### src/por_seq_pkg.sv
// Shared constants and types for the power-on reset sequencer.
// Assumes a single 40 MHz system clock; no software-visible registers.
package por_seq_pkg;

   // System clock rate in kHz, used to turn milliseconds into cycles.
   localparam int unsigned CLK_KHZ = 40000;

   // Reset stretch widths in milliseconds, as printed.
   localparam int unsigned LONG_STRETCH_MS  = 100;
   localparam int unsigned SHORT_STRETCH_MS = 12;

   // Counter width: 100 ms at 40 MHz is 4,000,000 cycles, which fits in 22 bits.
   localparam int unsigned CNT_W = 22;

   // Derived cycle counts (whole cycles, exact at this rate).
   localparam logic [CNT_W-1:0] LONG_STRETCH_CYC  = CNT_W'(LONG_STRETCH_MS * CLK_KHZ);
   localparam logic [CNT_W-1:0] SHORT_STRETCH_CYC = CNT_W'(SHORT_STRETCH_MS * CLK_KHZ);

   // Counter value after reset.
   localparam logic [CNT_W-1:0] CNT_RESET = 22'h000000;

   // Number of monitored supplies and their bit positions in the good vector.
   localparam int unsigned NUM_SUPPLIES  = 5;
   localparam int unsigned SUP_CORE      = 0;
   localparam int unsigned SUP_SEL_CORE  = 1;
   localparam int unsigned SUP_PROG_PWR  = 2;
   localparam int unsigned SUP_PREDRIVER = 3;
   localparam int unsigned SUP_CFG_PINS  = 4;

   // Number of configuration schemes and their encodings.
   localparam int unsigned NUM_SCHEMES = 4;
   typedef enum logic [1:0]
   {
      SCHEME_FAST_PARALLEL = 2'b00,
      SCHEME_FAST_SERIAL   = 2'b01,
      SCHEME_PASSIVE_SER   = 2'b10,
      SCHEME_SCAN_PORT     = 2'b11
   } cfg_scheme_t;

   // Sequencer states.
   typedef enum logic [2:0]
   {
      ST_HOLD       = 3'b000,
      ST_STRETCH    = 3'b001,
      ST_UNCONFIG   = 3'b010,
      ST_CONFIGURING = 3'b011,
      ST_USER       = 3'b100
   } por_state_t;

   // Scheme register value after reset.
   localparam logic [1:0] SCHEME_RESET = 2'h0;

endpackage

### src/supply_good_if.sv
// Interface carrying the synchronised supply-good status between the
// synchroniser and the sequencer core. One clock domain only.
`timescale 1ns/100ps
interface supply_good_if;
   logic allGood;      // All five monitored supplies are good.
   logic delaySelect;  // Synchronised delay-select level.
   modport source (output allGood, output delaySelect);
   modport sink   (input allGood, input delaySelect);
endinterface

### src/power_on_reset_sequencer.sv
// Power-on reset sequencer: holds the device in reset until the five
// monitored supplies are good, stretches reset by a pin-selected width,
// then gates configuration and user-mode output enables.
// Assumes supply-good and pin inputs are asynchronous to sys_clk, and
// that the configuration engine reports done and error as same-clock levels.
//
// Overview of operation
// RL1 - Reset follows five monitored supply-good indications.
// RL2 - I/O, PLL, clock-input, battery supplies ignored.
// RL3 - Select low stretches reset to 100 ms.
// RL4 - Select high stretches reset to 12 ms.
// RL5 - External flash ready within long stretch.
// RL6 - Circuits held reset until supplies good.
// RL7 - Every release starts unconfigured, needs reload.
// RL8 - Configure through exactly one of four schemes.
// RL9 - User outputs disabled until user mode.
// RL10 - Supply drop restarts count, reasserts reset.
`timescale 1ns/100ps
module power_on_reset_sequencer
   import por_seq_pkg::*;
#(
   // Stretch lengths in cycles. Silicon keeps the package defaults; a bench may
   // scale them down so that both widths can run in full in a short simulation.
   parameter logic [por_seq_pkg::CNT_W-1:0] LONG_CYC  = por_seq_pkg::LONG_STRETCH_CYC,
   parameter logic [por_seq_pkg::CNT_W-1:0] SHORT_CYC = por_seq_pkg::SHORT_STRETCH_CYC
)
(
   input  wire logic                            sys_clk,
   input  wire logic                            rst,
   input  wire logic [por_seq_pkg::NUM_SUPPLIES-1:0] supplyGood,
   input  wire logic                            reset_delay_select,
   input  wire logic [1:0]                      schemeSelect,
   input  wire logic                            configDone,
   input  wire logic                            configError,
   output logic                                 coreReset,
   output logic                                 configEnable,
   output por_seq_pkg::cfg_scheme_t             activeScheme,
   output logic                                 configured,
   output logic                                 userOutputEnable
);
   import por_seq_pkg::*;

   // Synchronised supply status from the leaf module.
   supply_good_if status ();

   // Sequencer state and stretch counter.
   por_state_t       state;
   por_state_t       next_state;
   logic [CNT_W-1:0] count;
   logic [CNT_W-1:0] next_count;
   logic [CNT_W-1:0] target;            // Selected stretch length in cycles.
   logic             delaySelLatched;   // Select level caught when supplies came good.
   logic             next_delaySelLatched;
   cfg_scheme_t      scheme;            // Scheme frozen at reset release.
   cfg_scheme_t      next_scheme;

   // Mode straps are board pins, so they pass two flip-flops like the supplies.
   logic [1:0]       schemeStage1;      // First stage, read only by the second.
   logic [1:0]       schemeStage2;      // Only this stage is read by the sequencer.
   logic [1:0]       next_schemeStage1;
   logic [1:0]       next_schemeStage2;

   // Registered outputs and their next values.
   logic next_coreReset;
   logic next_configEnable;
   logic next_configured;
   logic next_userOutputEnable;

   // Only the five monitored supply-good lines enter; other rails have no port.
   supply_sync u_sync
   (
      .sys_clk        (sys_clk),
      .rst            (rst),
      .supplyGoodRaw  (supplyGood),       // RL2
      .delaySelectRaw (reset_delay_select),
      .status         (status.source)
   );

   // Map the scheme selection onto the enumerated scheme type.
   function automatic cfg_scheme_t decode_scheme(input logic [1:0] sel);
      cfg_scheme_t s;
      s = cfg_scheme_t'(sel);
      return s;
   endfunction

   // Pick the stretch length. The select level is latched once as the supplies come good
   // so that a board strap changing late cannot shorten a pulse already begun.
   always_comb
   begin
      if (delaySelLatched)
      begin
         target = SHORT_CYC; // RL4
      end
      else
      begin
         target = LONG_CYC;  // RL3
      end
   end

   // Next-state logic for the sequencer, the counter and the outputs.
   always_comb
   begin
      next_state            = state;
      next_count            = count;
      next_delaySelLatched  = delaySelLatched;
      next_scheme           = scheme;
      next_coreReset        = 1'b1;
      next_configEnable     = 1'b0;
      next_configured       = 1'b0;
      next_userOutputEnable = 1'b0;
      if (!status.allGood)
      begin
         // Any supply drop takes everything back to hold at once.
         next_state = ST_HOLD;      // RL10
         next_count = CNT_RESET;    // RL10
      end
      else
      begin
         case (state)
            ST_HOLD:
            begin
               // Supplies just came good: capture select and begin counting.
               next_delaySelLatched = status.delaySelect;
               next_count           = CNT_RESET;
               next_state           = ST_STRETCH;
            end
            ST_STRETCH:
            begin
               // Reset stays asserted for the whole selected width.
               if (count >= target - CNT_W'(1))
               begin
                  next_state     = ST_UNCONFIG;
                  next_count     = CNT_RESET;
                  next_coreReset = 1'b0;
                  next_scheme    = decode_scheme(schemeStage2); // RL8
               end
               else
               begin
                  next_count = count + CNT_W'(1);
               end
            end
            ST_UNCONFIG:
            begin
               // Volatile storage: nothing is loaded yet, always start a load.
               next_coreReset    = 1'b0;
               next_configEnable = 1'b1;   // RL7
               next_state        = ST_CONFIGURING;
            end
            ST_CONFIGURING:
            begin
               next_coreReset    = 1'b0;
               next_configEnable = 1'b1;
               if (configError)
               begin
                  // A failed load restarts from unconfigured.
                  next_state = ST_UNCONFIG;
               end
               else if (configDone)
               begin
                  next_state            = ST_USER;
                  next_configEnable     = 1'b0;
                  next_configured       = 1'b1;
                  next_userOutputEnable = 1'b1; // RL9
               end
            end
            ST_USER:
            begin
               next_coreReset        = 1'b0;
               next_configured       = 1'b1;
               next_userOutputEnable = 1'b1;    // RL9
            end
            default:
            begin
               next_state = ST_HOLD;
            end
         endcase
      end
   end

   // Next values for the strap synchroniser; the first stage feeds only the second.
   always_comb
   begin
      next_schemeStage1 = schemeSelect;
      next_schemeStage2 = schemeStage1;
   end

   // Strap synchroniser registers. Straps are meant to be hard-wired, so two
   // plain flops per bit suffice; a strap moved during release may be caught
   // half-changed, which is a board fault this logic does not try to hide.
   always_ff @(posedge sys_clk or posedge rst)
   begin
      if (rst)
      begin
         schemeStage1 <= SCHEME_RESET;
         schemeStage2 <= SCHEME_RESET;
      end
      else
      begin
         schemeStage1 <= next_schemeStage1;
         schemeStage2 <= next_schemeStage2;
      end
   end

   // State registers; reset values hold the device in reset with outputs off.
   always_ff @(posedge sys_clk or posedge rst)
   begin
      if (rst)
      begin
         state            <= ST_HOLD;             // RL6
         count            <= CNT_RESET;
         delaySelLatched  <= 1'b0;
         scheme           <= SCHEME_FAST_PARALLEL;
         coreReset        <= 1'b1;                // RL6
         configEnable     <= 1'b0;
         configured       <= 1'b0;                // RL7
         userOutputEnable <= 1'b0;                // RL9
      end
      else
      begin
         state            <= next_state;
         count            <= next_count;
         delaySelLatched  <= next_delaySelLatched;
         scheme           <= next_scheme;
         coreReset        <= next_coreReset;      // RL1
         configEnable     <= next_configEnable;
         configured       <= next_configured;
         userOutputEnable <= next_userOutputEnable;
      end
   end

   // The scheme is a register, so this output is straight from a flip-flop.
   assign activeScheme = scheme;

endmodule

### src/supply_sync.sv
// Two-flop synchroniser for the monitored supply-good inputs and the
// delay-select pin. Assumes all inputs are asynchronous to sys_clk.
`timescale 1ns/100ps
module supply_sync
   import por_seq_pkg::*;
(
   input  wire logic                    sys_clk,
   input  wire logic                    rst,
   input  wire logic [NUM_SUPPLIES-1:0] supplyGoodRaw,
   input  wire logic                    delaySelectRaw,
   supply_good_if.source                 status
);

   // First and second stages; the first stage feeds only the second.
   logic [NUM_SUPPLIES:0] stage1;
   logic [NUM_SUPPLIES:0] stage2;
   logic [NUM_SUPPLIES:0] next_stage1;
   logic [NUM_SUPPLIES:0] next_stage2;

   // Next values: shift the raw levels through the two stages.
   always_comb
   begin
      next_stage1 = {delaySelectRaw, supplyGoodRaw};
      next_stage2 = stage1;
   end

   // Registers clear to "not good" so reset is held from power-up.
   always_ff @(posedge sys_clk or posedge rst)
   begin
      if (rst)
      begin
         stage1 <= '0;
         stage2 <= '0;
      end
      else
      begin
         stage1 <= next_stage1;
         stage2 <= next_stage2;
      end
   end

   // Reset is held while any monitored supply is low.
   assign status.allGood     = &stage2[NUM_SUPPLIES-1:0]; // RL1
   assign status.delaySelect = stage2[NUM_SUPPLIES];

endmodule

### config.mk
export PLATFORM = sky130hd
export DESIGN_NAME = power_on_reset_sequencer
export DESIGN_NICKNAME = d
export VERILOG_FILES = /design/src/por_seq_pkg.sv /design/src/supply_good_if.sv /design/src/power_on_reset_sequencer.sv /design/src/supply_sync.sv
export SDC_FILE = /design/constraint.sdc
export NUM_CORES = 1
export LEC_CHECK = 0
export BUFFER_PORTS_ARGS = -buffer_cell sky130_fd_sc_hd__clkbuf_2
export CAP_MARGIN = 40
export CELL_PAD_IN_SITES_DETAIL_PLACEMENT = 0
export CELL_PAD_IN_SITES_GLOBAL_PLACEMENT = 1
export CORE_MARGIN = 1
export CORE_UTILIZATION = 47
export DETAILED_ROUTE_END_ITERATION = 12
export PLACE_DENSITY_LB_ADDON = 0.1
export SYNTH_ARGS = -nofsm -noshare
export SYNTH_HDL_FRONTEND = slang
export SYNTH_HIERARCHICAL = 1
export SYNTH_SLANG_ARGS = --single-unit
### constraint.sdc
create_clock -name sys_clk -period 2.8 [get_ports sys_clk]
set_input_delay 0.42 -clock sys_clk [delete_from_list [all_inputs] [get_ports sys_clk]]
set_output_delay 0.42 -clock sys_clk [all_outputs]
set_load 0.1 [all_outputs]
==> summary.md, run 1 <==
| Metric | Value |
|---|---|
| Synthesized cell area | `between 2000 and 2500 um^2` |
| Post-Synth XOR/XNOR Area | `between 5 and 6%` |
| Synth Area in Compound Gates | `between 10% and 20%` |
| DRC | `0` |
| Async SR Flop Fraction | `between 90% and 100%` |
| Leakage | `around 1.2 nW` |
| Initial antenna violation count | `0` |
| I/O pins | `18` |
| Worst hold slack | `0.103 ns` |
| Syn_nets | `217` |
| Final ANT Viol Nets | `0` |
| Wirelength, routed | `4200 um` |
| Post-synth cell types | `43` |
| Commonest cells in the netlist | `dfrtp_1, a21oi_1, xor2_1, nand2_1, nand3_1` |
| Worst endpoint required time | `between 3 and 4 ns` |
| Slew Limit Fails | `0` |
| # H-tree levels | `2` |
| Area occupied by registers | `approximately 1200 um^2` |
| Fill count | `just over 400` |
| P&R area growth vs syn | `11.4%` |
| Min cycle time layout | `2.41 ns` |
| CTS tree | `yes` |
| Grt ovf | `0` |
| CP Class | `register to register` |
| Mux contribution to synthesized area | `between 2 and 2.5%` |
| RSZ-0062 raised after global routing | `no` |
| Number of synthesized flops with an enable pin | `0` |
| CP endpoint kind | `register` |
| Grt peak-use layer | `met2` |
| Synth area leader | `dfrtp_1` |
| Die X | `~70 um` |
| Largest net degree at the start of global routing | `19` |
| Vias in the first global route | `around 1600` |
| # diodes | `0` |
| Root Buffer | `clkbuf_8` |
| Synth area leaders | `dfrtp_1, xor2_1, ha_1` |
| Rows | `24` |
| Worst-path cell chain | `inv_1 -> ha_1 -> a211oi_1 -> o21ai_0 -> o21ai_1 -> nand3_1 -> buf_4 -> a22oi_1` |
| Worst EP arrival | `approximately 2.6 ns` |
| Setup TNS | `0 ns` |
| Die Area | `5000 um^2` |
| Clk_skew | `between 0.006 and 0.007 ns` |
| Final hold vios | `0` |
| Crit path launch type | `register` |
| YS warnings | `6` |
| Status | `finished, final reports clean` |
| Met2 Use GR | `32.8%` |
| Slowest cell on crit path | `dfrtp_1` |
| Cell with the most instances after synthesis | `dfrtp_1` |
| DPL Wire Length | `about 3000 um` |
| Slowest cell delay on critical path | `approximately 0.45 ns` |
| Core footprint | `around 4400 um^2` |
| Max-cap violations | `0` |
| DRT iter0 DRCs | `70` |
| First drt pass iteration count | `4` |
| WL/cell | `~16 um` |
| # nets final | `237` |
| Sequential fraction of the synthesis area | `a little over half` |
| VDD IR max | `approximately 0.28 mV` |
| Tcrit/Tclk final | `between 80% and 90%` |
| Largest family of logic cells by synthesized area | `simple AND/OR/NAND/NOR gates` |
| Postcts setup bufs | `0` |
| PD cells | `between 500 and 600 nW/um^2` |
| Gate Count Post-Synth | `roughly 200` |
| Via density | `5.91` |
| Via count | `1591` |
| Hold Path Class | `input pin to asynchronous set/reset pin` |
| Clk sinks | `47` |
| Final setup fails | `0` |
| Max clock buf depth | `2` |
| First-pass GRT wire length | `about 7400 um` |
| Met1 usage | `approximately a quarter` |
| Max FO, Critical Path | `15` |
| Post-synth top flop | `dfrtp_1` |
| Share of layout cells above drive strength 1 | `between 10% and 20%` |
| Crit path launch | `delaySelLatched$_DFFE_PP0P_` |
| Area of the multi-input gates | `just under 1000 um^2` |
| Fmax | `roughly 410 MHz` |
| # hold bufs at CTS | `0` |
| Area share of the largest cell type after synthesis | `51.8%` |
| Met3 usage | `under 10%` |
| R2r startpoint | `delaySelLatched$_DFFE_PP0P_` |
| Worst slew margin | `approximately 53%` |
| CTS resizes | `0` |
| Synth Register Bits | `47` |
| Simple logic cell fraction of the synthesized area | `approximately 17%` |
| Starting Density | `50.0%` |
| Final GP Congestion | `~0.84` |
| CTS buffer count | `5` |
| Worst-path clk slew | `0.09 ns` |
| GR Util All Layers | `19.3%` |
| Worst-margin pin slew | `approximately 0.70 ns` |
| Chip height | `just over 70 um` |
| Worst skew pair latency | `roughly 0.30 ns` |
| Syn Area/Cell | `approximately 11 um^2` |
| Port Buf Inserts | `17` |
| Synth Area in Adders | `around 5%` |
==> placed cells by master (no fill, tap or decap), types with 3 or more instances in the layout <==
cell,instances
a21o_1,5
a21oi_1,18
a41o_1,3
and3_1,4
buf_4,4
clkbuf_2,17
clkbuf_8,6
dfrtp_1,46
ha_1,9
inv_1,5
nand2_1,12
nand3_1,11
nand4_1,10
nor2_1,3
nor2b_1,3
nor4_1,4
o21ai_0,7
xor2_1,14
==> cells by family (layout without fill, tap and decap cells) <==
family          count (synthesis)  in the layout
simple gates                   62             62
compound gates                 47             47
flops                          47             47
xor+xnor                       14             14
buf+inv                        13             34
fa+ha+maj                       9              9
mux                             4              4
==> worst max-delay path, delay by kind of cell, from the launching register on <==
family | cells | cell delay (ns)
compound gates | 4 | 0.92
flops | 1 | 0.45
buf+inv | 2 | 0.39
fa+ha+maj | 1 | 0.30
simple gates | 1 | 0.27
==> metal layers <==
metal | vias up | wire length (um) | share of wire [%]
li1 | 758 | - | -
met1 | 796 | 1920 | 46
met2 | 30 | 2070 | 49
met3 | 7 | 139 | 3.3
met4 | 0 | 63 | 1.5
met5 | - | 0 | 0
==> sequential cells by signal, indices dropped and copies added, names as in the netlist <==
| name | count |
|---|---|
| activeScheme | 2 |
| configEnable | 1 |
| coreReset | 1 |
| count | 22 |
| delaySelLatched | 1 |
| next_schemeStage2 | 2 |
| schemeStage2 | 2 |
| state | 3 |
| u_sync/next_stage2 | 6 |
| u_sync/stage2 | 6 |
| userOutputEnable | 1 |
==> per-stage QoR <==
| stage | std cells | setup slack (ns) | area, um^2 | power (mW) | utilization [%] |
|---|---|---|---|---|---|
| after CTS | 269 | 0.377 | 2470 | 1.30 | 55.7 |
| after floorplan | 196 | 0.784 | 2220 | 0.751 | - |
| after detailed placement | 261 | 0.408 | 2350 | 0.774 | 52.9 |
| final | 269 | 0.387 | 2470 | 1.29 | 55.7 |
| after global routing | 269 | 0.0792 | 2470 | 1.34 | 55.7 |
| after global placement | 261 | 0.538 | 2350 | 0.769 | 52.9 |
==> final cells by class <==
cell class                 count  share of cell area [%]
tap                           52                    2.63
clock buffer                   6                    3.34
inverter                       5                   0.759
sequential                    47                    47.6
clock inverter                 2                    1.57
timing repair buffer          21                    4.65
multi-input combinational    136                    39.5
==> power breakdown <==
part	internal, mW	total [mW]	switching [mW]
registers	0.693	0.702	0.00910
logic	0.0215	0.0573	0.0358
clock network	0.294	0.527	0.233
total	1.01	1.29	0.278
==> worst paths after layout <==
| kind | end | slack (ns) | depth (start not counted) |
|---|---|---|---|
| setup / recovery | count[21]$_DFFE_PP0P_ | 0.39 | 8 |
| hold / removal | u_sync/stage2[0]$_DFF_PP0_ | 0.10 | 2 |
| setup reg to reg | count[21]$_DFFE_PP0P_ | 0.39 | 8 |
| hold reg to reg | u_sync/stage2[5]$_DFF_PP0_ | 0.35 | 0 |
| max in group asynchronous | coreReset$_DFF_PP1_ | 1.81 | 3 |
| min in group sys_clk | u_sync/next_stage2[1]$_DFF_PP0_ | 0.22 | 1 |
Power figures use the tool's default switching activity.
==> run 2: changes to the inputs <==
--- a/config.mk
+++ b/config.mk
@@ -13,6 +13,7 @@
 export CORE_UTILIZATION = 47
 export DETAILED_ROUTE_END_ITERATION = 12
 export PLACE_DENSITY_LB_ADDON = 0.1
+export SETUP_SLACK_MARGIN = 0.3
 export SYNTH_ARGS = -nofsm -noshare
 export SYNTH_HDL_FRONTEND = slang
 export SYNTH_HIERARCHICAL = 1
==> constraint.sdc (replaced) <==
create_clock -name sys_clk -period 2.71 [get_ports sys_clk]
set_input_delay 0.4065 -clock sys_clk [delete_from_list [all_inputs] [get_ports sys_clk]]
set_output_delay 0.4065 -clock sys_clk [all_outputs]
set_load 0.1 [all_outputs]
==> run 2 against run 1 <==
Net effect: die area unchanged; first-iteration DRC count decreased by 4.3%; sequential share of layout area about the same; power decreased by 5.9%; largest cell class unchanged; clock skew decreased by 0.0015 ns; hold slack got worse by 0.028 ns; wire length increased by 2.2%; combinational power about the same; worst setup slack improved by 0.13 ns.
==> summary.md, run 2 (synthesis gave the netlist of run 1 again) <==
| Metric | Value |
|---|---|
| R2r setup slk | `0.51 ns (+0.13 ns)` |
| Worst EP arrival | `2.41 ns (-0.23 ns)` |
| Worst skew pair latency | `0.30 ns (about the same)` |
| First-pass GRT wire length | `7540 um (+1.4%)` |
| Slew Limit Fails | `0 (unchanged)` |
| # H-tree levels | `2 (unchanged)` |
| Clk sinks | `47 (unchanged)` |
| Grt ovf | `0 (unchanged)` |
| Vias in the first global route | `1656 (+4.1%)` |
| Clk_skew | `0.00480 ns (-0.00154 ns)` |
| P&R area growth vs syn | `11.3%` |
| PD cells | `490 nW/um^2 (-5.8%)` |
| Worst slew margin | `54.1% (+0.73 points)` |
| # hold bufs at CTS | `0 (unchanged)` |
| Fill count | `398 (-2.5%)` |
| Core footprint | `4440 um^2 (unchanged)` |
| Logic pwr share | `4.8% (+0.3 points)` |
| CP Class | `register to register` |
| Worst endpoint required time | `2.93 ns (-0.09 ns)` |
| Via density | `5.87 (-0.79%)` |
| CTS buffer count | `5 (unchanged)` |
| # diodes | `0 (unchanged)` |
| CP endpoint kind | `register` |
| Rows | `24 (unchanged)` |
| DRT iter0 DRCs | `67 (-4.3%)` |
| Psw | `0.288 mW (+3.5%)` |
| Final ANT Viol Nets | `0 (unchanged)` |
| Final setup fails | `0 (unchanged)` |
| Clock power frac | `35.3% (-5.7 points)` |
| WL/cell | `15.8 um (+1.1%)` |
| Worst-margin pin slew | `0.687 ns (-0.0109 ns)` |
| RSZ-0062 raised after global routing | `no` |
| R2r startpoint | `delaySelLatched$_DFFE_PP0P_` |
| DPL Wire Length | `3110 um (+3.5%)` |
| Min cycle time layout | `2.20 ns (-0.218 ns)` |
| Largest net degree at the start of global routing | `20 (+1)` |
| Share of layout cells above drive strength 1 | `18.6% (+1.6 points)` |
| DRC | `0 (unchanged)` |
| Status | `finished, final reports clean` |
| Reg power frac | `59.9% (+5.3 points)` |
| Placed cell count | `264 (+1.1%)` |
| Most flop-heavy register | `count` |
| Int Pwr | `0.923 mW (-8.5%)` |
| Wirelength, routed | `4290 um (+2.2%)` |
| Postcts setup bufs | `0 (unchanged)` |
| Port Buf Inserts | `17 (unchanged)` |
| Setup TNS | `0 ns (unchanged)` |
| CTS tree | `yes` |
| Leakage | `1.16 nW (+0.15%)` |
| Root Buffer | `clkbuf_8` |
| Final hold vios | `0 (unchanged)` |
| Sw Share | `23.8% (+2.2 points)` |
| Reg2Reg Capture Point | `count[21]$_DFFE_PP0P_` |
| Max FO, Critical Path | `15 (unchanged)` |
| Slowest cell delay on critical path | `0.45 ns (about the same)` |
| Tcrit/Tclk final | `81.0% (-5.2 points)` |
| Starting Density | `50.0% (unchanged)` |
| Most frequent cells in the layout | `dfrtp_1, a21oi_1, clkbuf_2` |
| FF-to-FF path depth | `8 (unchanged)` |
| VDD IR max | `0.346 mV (+24%)` |
| Non-filler instance count after layout | `272 (+1.1%)` |
| Chip height | `70.7 um (unchanged)` |
| Max-cap violations | `0 (unchanged)` |
| First drt pass iteration count | `4 (unchanged)` |
| Finished Core Util | `55.6% (-0.056 points)` |
| Die X | `70.7 um (unchanged)` |
| Worst-path clk slew | `0.09 ns (about the same)` |
| Die Area | `5000 um^2 (unchanged)` |
| Fmax | `455 MHz (+9.9%)` |
| CTS resizes | `0 (unchanged)` |
| Initial antenna violation count | `0 (unchanged)` |
| GR Util All Layers | `19.3% (+0.055 points)` |
| Slowest cell on crit path | `dfrtp_1` |
| Largest register FFs | `22 (unchanged)` |
| Most common cell after layout, fill and taps aside | `dfrtp_1` |
| Final GP Congestion | `0.884 (+5.4%)` |
| I/O pins | `18 (unchanged)` |
| Max clock buf depth | `2 (unchanged)` |
| Via count | `1596 (+0.31%)` |
| # nets final | `240 (+1.3%)` |
| Hold Path Class | `input pin to asynchronous set/reset pin` |
| Crit path launch type | `register` |
| Worst-path cell chain | `inv_1 -> ha_1 -> a211oi_1 -> o21ai_0 -> o21ai_1 -> nand3_1 -> buf_4 -> a22oi_1` |
==> run 2: worst max-delay path by stage <==
stage / depth (start not counted) / slack (ns) / end / startpoint
6_report: 8 / 0.51 / count[21]$_DFFE_PP0P_ / delaySelLatched$_DFFE_PP0P_
3_5_place_dp: 7 / 0.48 / activeScheme[1]$_DFFE_PP0P_ / count[0]$_DFFE_PP0P_
3_3_place_gp: 7 / 0.53 / activeScheme[0]$_DFFE_PP0P_ / count[0]$_DFFE_PP0P_
5_1_grt: 8 / 0.34 / count[21]$_DFFE_PP0P_ / delaySelLatched$_DFFE_PP0P_
4_1_cts: 7 / 0.46 / activeScheme[1]$_DFFE_PP0P_ / count[0]$_DFFE_PP0P_
2_1_floorplan: 8 / 0.69 / state[1]$_DFFE_PP0P_ / delaySelLatched$_DFFE_PP0P_
==> run 2: final cells by class <==
class | instances | area (um^2) | share of cell area (%)
inverter | 5 | 18.8 | 0.759
clock buffer | 5 | 68.8 | 2.78
sequential | 47 | 1180 | 47.6
multi-input combinational | 136 | 981 | 39.7
tap | 52 | 65.1 | 2.63
clock inverter | 3 | 22.5 | 0.911
timing repair buffer | 24 | 138 | 5.57
==> run 2: layer usage <==
layer | vias to the layer above | routed length [um] | GRT usage, %
li1 | 770 | - | -
met1 | 792 | 1930 | 24.4
met2 | 29 | 2200 | 33.4
met3 | 5 | 124 | 4.56
met4 | 0 | 37 | 5.56
met5 | - | 0 | 0
==> run 2: stage by stage <==
step / hold slack (ns) / power (mW) / setup WS (ns) / instance area (um^2)
2_1_floorplan: 0.271 / 0.776 / 0.694 / 2220
3_3_place_gp: 0.332 / 0.794 / 0.527 / 2370
3_5_place_dp: 0.336 / 0.800 / 0.483 / 2370
4_1_cts: 0.0863 / 1.23 / 0.456 / 2470
5_1_grt: 0.124 / 1.26 / 0.344 / 2470
6_report: 0.0748 / 1.21 / 0.515 / 2470
==> run 2: worst max-delay path, delay by kind of cell (launching register included) <==
family | cells | cell delay (ns)
flip-flops | 1 | 0.45
buffers and inverters | 2 | 0.39
adder cells (fa/ha/maj) | 1 | 0.30
AO/OA/AOI/OAI | 4 | 0.75
AND/OR/NAND/NOR | 1 | 0.22
==> run 2: power by group through the flow <==
stage          registers (mW)  logic (mW)  clock network [mW]
2_1_floorplan           0.737      0.0390                   0
3_3_place_gp            0.739      0.0556                   0
3_5_place_dp            0.741      0.0591                   0
4_1_cts                 0.727      0.0599               0.444
5_1_grt                 0.729      0.0689               0.463
6_report                0.726      0.0576               0.428
==> run 3: changes to the inputs <==
==> constraint.sdc (replaced) <==
create_clock -name sys_clk -period 2.25 [get_ports sys_clk]
set_input_delay 0.3375 -clock sys_clk [delete_from_list [all_inputs] [get_ports sys_clk]]
set_output_delay 0.3375 -clock sys_clk [all_outputs]
set_load 0.1 [all_outputs]
==> run 3 against run 2 <==
Net effect: count of clock-buffer cells in the layout unchanged; critical endpoint is now activeScheme[1]$_DFFE_PP0P_; wire length is 8.2% higher; die area unchanged; highest routed layer unchanged; final area up 11%; clock power is 49% higher; the flow now finishes with violations (design-rule violations).
==> summary.md, run 3 (synthesis gave the netlist of run 1 again) <==
| Metric | Value |
|---|---|
| Port Buf Inserts | `17 (unchanged)` |
| Hold Path Class | `input pin to asynchronous set/reset pin` |
| Root Buffer | `clkbuf_8` |
| Die Area | `5000 um^2 (unchanged)` |
| WL/cell | `16.3 um (+3.3%)` |
| Post-route cell area | `2740 um^2 (+11%)` |
| PD cells | `596 nW/um^2 (+22%)` |
| Most frequent cells in the layout | `dfrtp_1, buf_4, a21oi_1, clkbuf_2, xor2_1` |
| Status | `complete, but fails checks` |
| Most common cell after layout, fill and taps aside | `dfrtp_1` |
| Final GP Congestion | `0.766 (-13%)` |
| Worst endpoint required time | `2.44 ns (-0.49 ns)` |
| Reg2Reg Capture Point | `activeScheme[1]$_DFFE_PP0P_` |
| Worst-path clk slew | `0.09 ns (about the same)` |
| Vias in the first global route | `1648 (-0.48%)` |
| R2r startpoint | `delaySelLatched$_DFFE_PP0P_` |
| Crit path launch type | `register` |
| Max FO, Critical Path | `5 (-10)` |
| Die X | `70.7 um (unchanged)` |
| Worst-margin pin slew | `0.545 ns (-0.142 ns)` |
| Largest net degree at the start of global routing | `36 (+80%)` |
| Violated checks | `design-rule violations` |
| Final ANT Viol Nets | `0 (unchanged)` |
| DPL Wire Length | `2950 um (-4.9%)` |
| # diodes | `0 (unchanged)` |
| Clk_skew | `0.00735 ns (+0.00255 ns)` |
| Area post-placement | `2390 um^2 (+0.47%)` |
| Chip height | `70.7 um (unchanged)` |
| DRC | `2 (+2)` |
| CP endpoint kind | `register` |
| Worst EP arrival | `2.26 ns (-0.15 ns)` |
| GR Util All Layers | `20.0% (+0.67 points)` |
| Fill count | `358 (-10%)` |
| First drt pass iteration count | `8 (+4)` |
| RSZ-0062 raised after global routing | `yes` |
| Placed cell count | `265 (+0.38%)` |
| Largest register FFs | `22 (unchanged)` |
| Leakage | `1.25 nW (+7.8%)` |
| Tcrit/Tclk final | `92.1% (+11 points)` |
| CP Class | `register to register` |
| Pre-CTS WS | `0.107 ns (-0.376 ns)` |
| Clk sinks | `47 (unchanged)` |
| Max-cap violations | `0 (unchanged)` |
| P&R area growth vs syn | `23.3%` |
| Share of layout cells above drive strength 1 | `31.8% (+13 points)` |
| Worst skew pair latency | `0.30 ns (about the same)` |
| Min cycle time layout | `2.07 ns (-0.123 ns)` |
| Setup TNS | `0 ns (unchanged)` |
| Grt ovf | `0 (unchanged)` |
| First-pass GRT wire length | `7630 um (+1.2%)` |
| FF-to-FF path depth | `7 (-1)` |
| R2r setup slk | `0.18 ns (-0.34 ns)` |
| Final setup fails | `0 (unchanged)` |
| Most flop-heavy register | `count` |
| Slew Limit Fails | `0 (unchanged)` |
| CTS tree | `yes` |
| CTS buffer count | `5 (unchanged)` |
| I/O pins | `18 (unchanged)` |
| Rows | `24 (unchanged)` |
| Fmax | `483 MHz (+6.0%)` |
| Core footprint | `4440 um^2 (unchanged)` |
| Max clock buf depth | `2 (unchanged)` |
| Wirelength, routed | `4640 um (+8.2%)` |
| Via density | `5.89 (+0.46%)` |
| Setup WS post-layout | `0.178 ns (-0.337 ns)` |
| DRT iter0 DRCs | `49 (-27%)` |
| VDD IR max | `0.428 mV (+24%)` |
| # H-tree levels | `2 (unchanged)` |
| Initial antenna violation count | `0 (unchanged)` |
| Via count | `1680 (+5.3%)` |
| # nets final | `253 (+5.4%)` |
| Non-filler instance count after layout | `285 (+4.8%)` |
| Final hold vios | `0 (unchanged)` |
| Worst slew margin | `63.8% (+9.7 points)` |
| Starting Density | `50.0% (unchanged)` |
==> run 3: final cells by class <==
type	instances	area (um^2)	area share [%]
Timing Repair Buffer	37	246	9.00
Tap cell	52	65.1	2.38
Clock buffer	5	68.8	2.51
Sequential cell	47	1180	43.1
Clock inverter	3	47.5	1.74
Inverter	5	21.3	0.777
Multi-Input combinational cell	136	1110	40.5
==> run 3: routing by layer <==
metal  vias to the layer above  global-route usage [%]  share of wire, %
li1                        795                       -                 -
met1                       841                    26.4                47
met2                        38                    32.1                48
met3                         6                    3.99               3.4
met4                         0                    9.33               1.4
met5                         -                       0                 0
==> run 3: how the worst max path moves through the flow <==
stage	from	end	slack, ns	depth (start not counted)
2_1_floorplan	delaySelLatched$_DFFE_PP0P_	state[1]$_DFFE_PP0P_	0.31	8
3_3_place_gp	delaySelLatched$_DFFE_PP0P_	state[1]$_DFFE_PP0P_	0.17	8
3_5_place_dp	delaySelLatched$_DFFE_PP0P_	state[1]$_DFFE_PP0P_	0.11	8
4_1_cts	delaySelLatched$_DFFE_PP0P_	activeScheme[1]$_DFFE_PP0P_	0.24	8
5_1_grt	delaySelLatched$_DFFE_PP0P_	activeScheme[1]$_DFFE_PP0P_	0.13	7
6_report	delaySelLatched$_DFFE_PP0P_	activeScheme[1]$_DFFE_PP0P_	0.18	7
==> run 3: timing repair <==
| action | in CTS | in global routing |
|---|---|---|
| pin swaps | 8 | 6 |
| gates resized for setup | 18 | 16 |
| setup endpoints to repair | 26 | 27 |
| setup buffers | 9 | 3 |
| hold buffers | 0 | 0 |
==> run 3: through the flow <==
step	util [%]	power (mW)	hold WS, ns
2_1_floorplan	-	0.935	0.202
3_3_place_gp	53.7	0.957	0.323
3_5_place_dp	53.7	0.965	0.335
4_1_cts	59.9	1.63	0.0206
5_1_grt	61.6	1.69	0.0422
6_report	61.6	1.63	0.0170
==> run 3: power breakdown <==
| group | internal [mW] | leakage (nW) | switching (mW) |
|---|---|---|---|
| clock network | 0.337 | 0.0587 | 0.301 |
| logic | 0.0527 | 0.583 | 0.0664 |
| registers | 0.864 | 0.612 | 0.0122 |
==> run 3: worst max-delay path, stage by stage (launching register included) <==
cell,delay (ns)
dfrtp_2,0.46
ha_1,0.34
nand2_4,0.07
nor4_4,0.33
o21ai_2,0.13
buf_6,0.14
a21oi_4,0.17
mux2_4,0.32
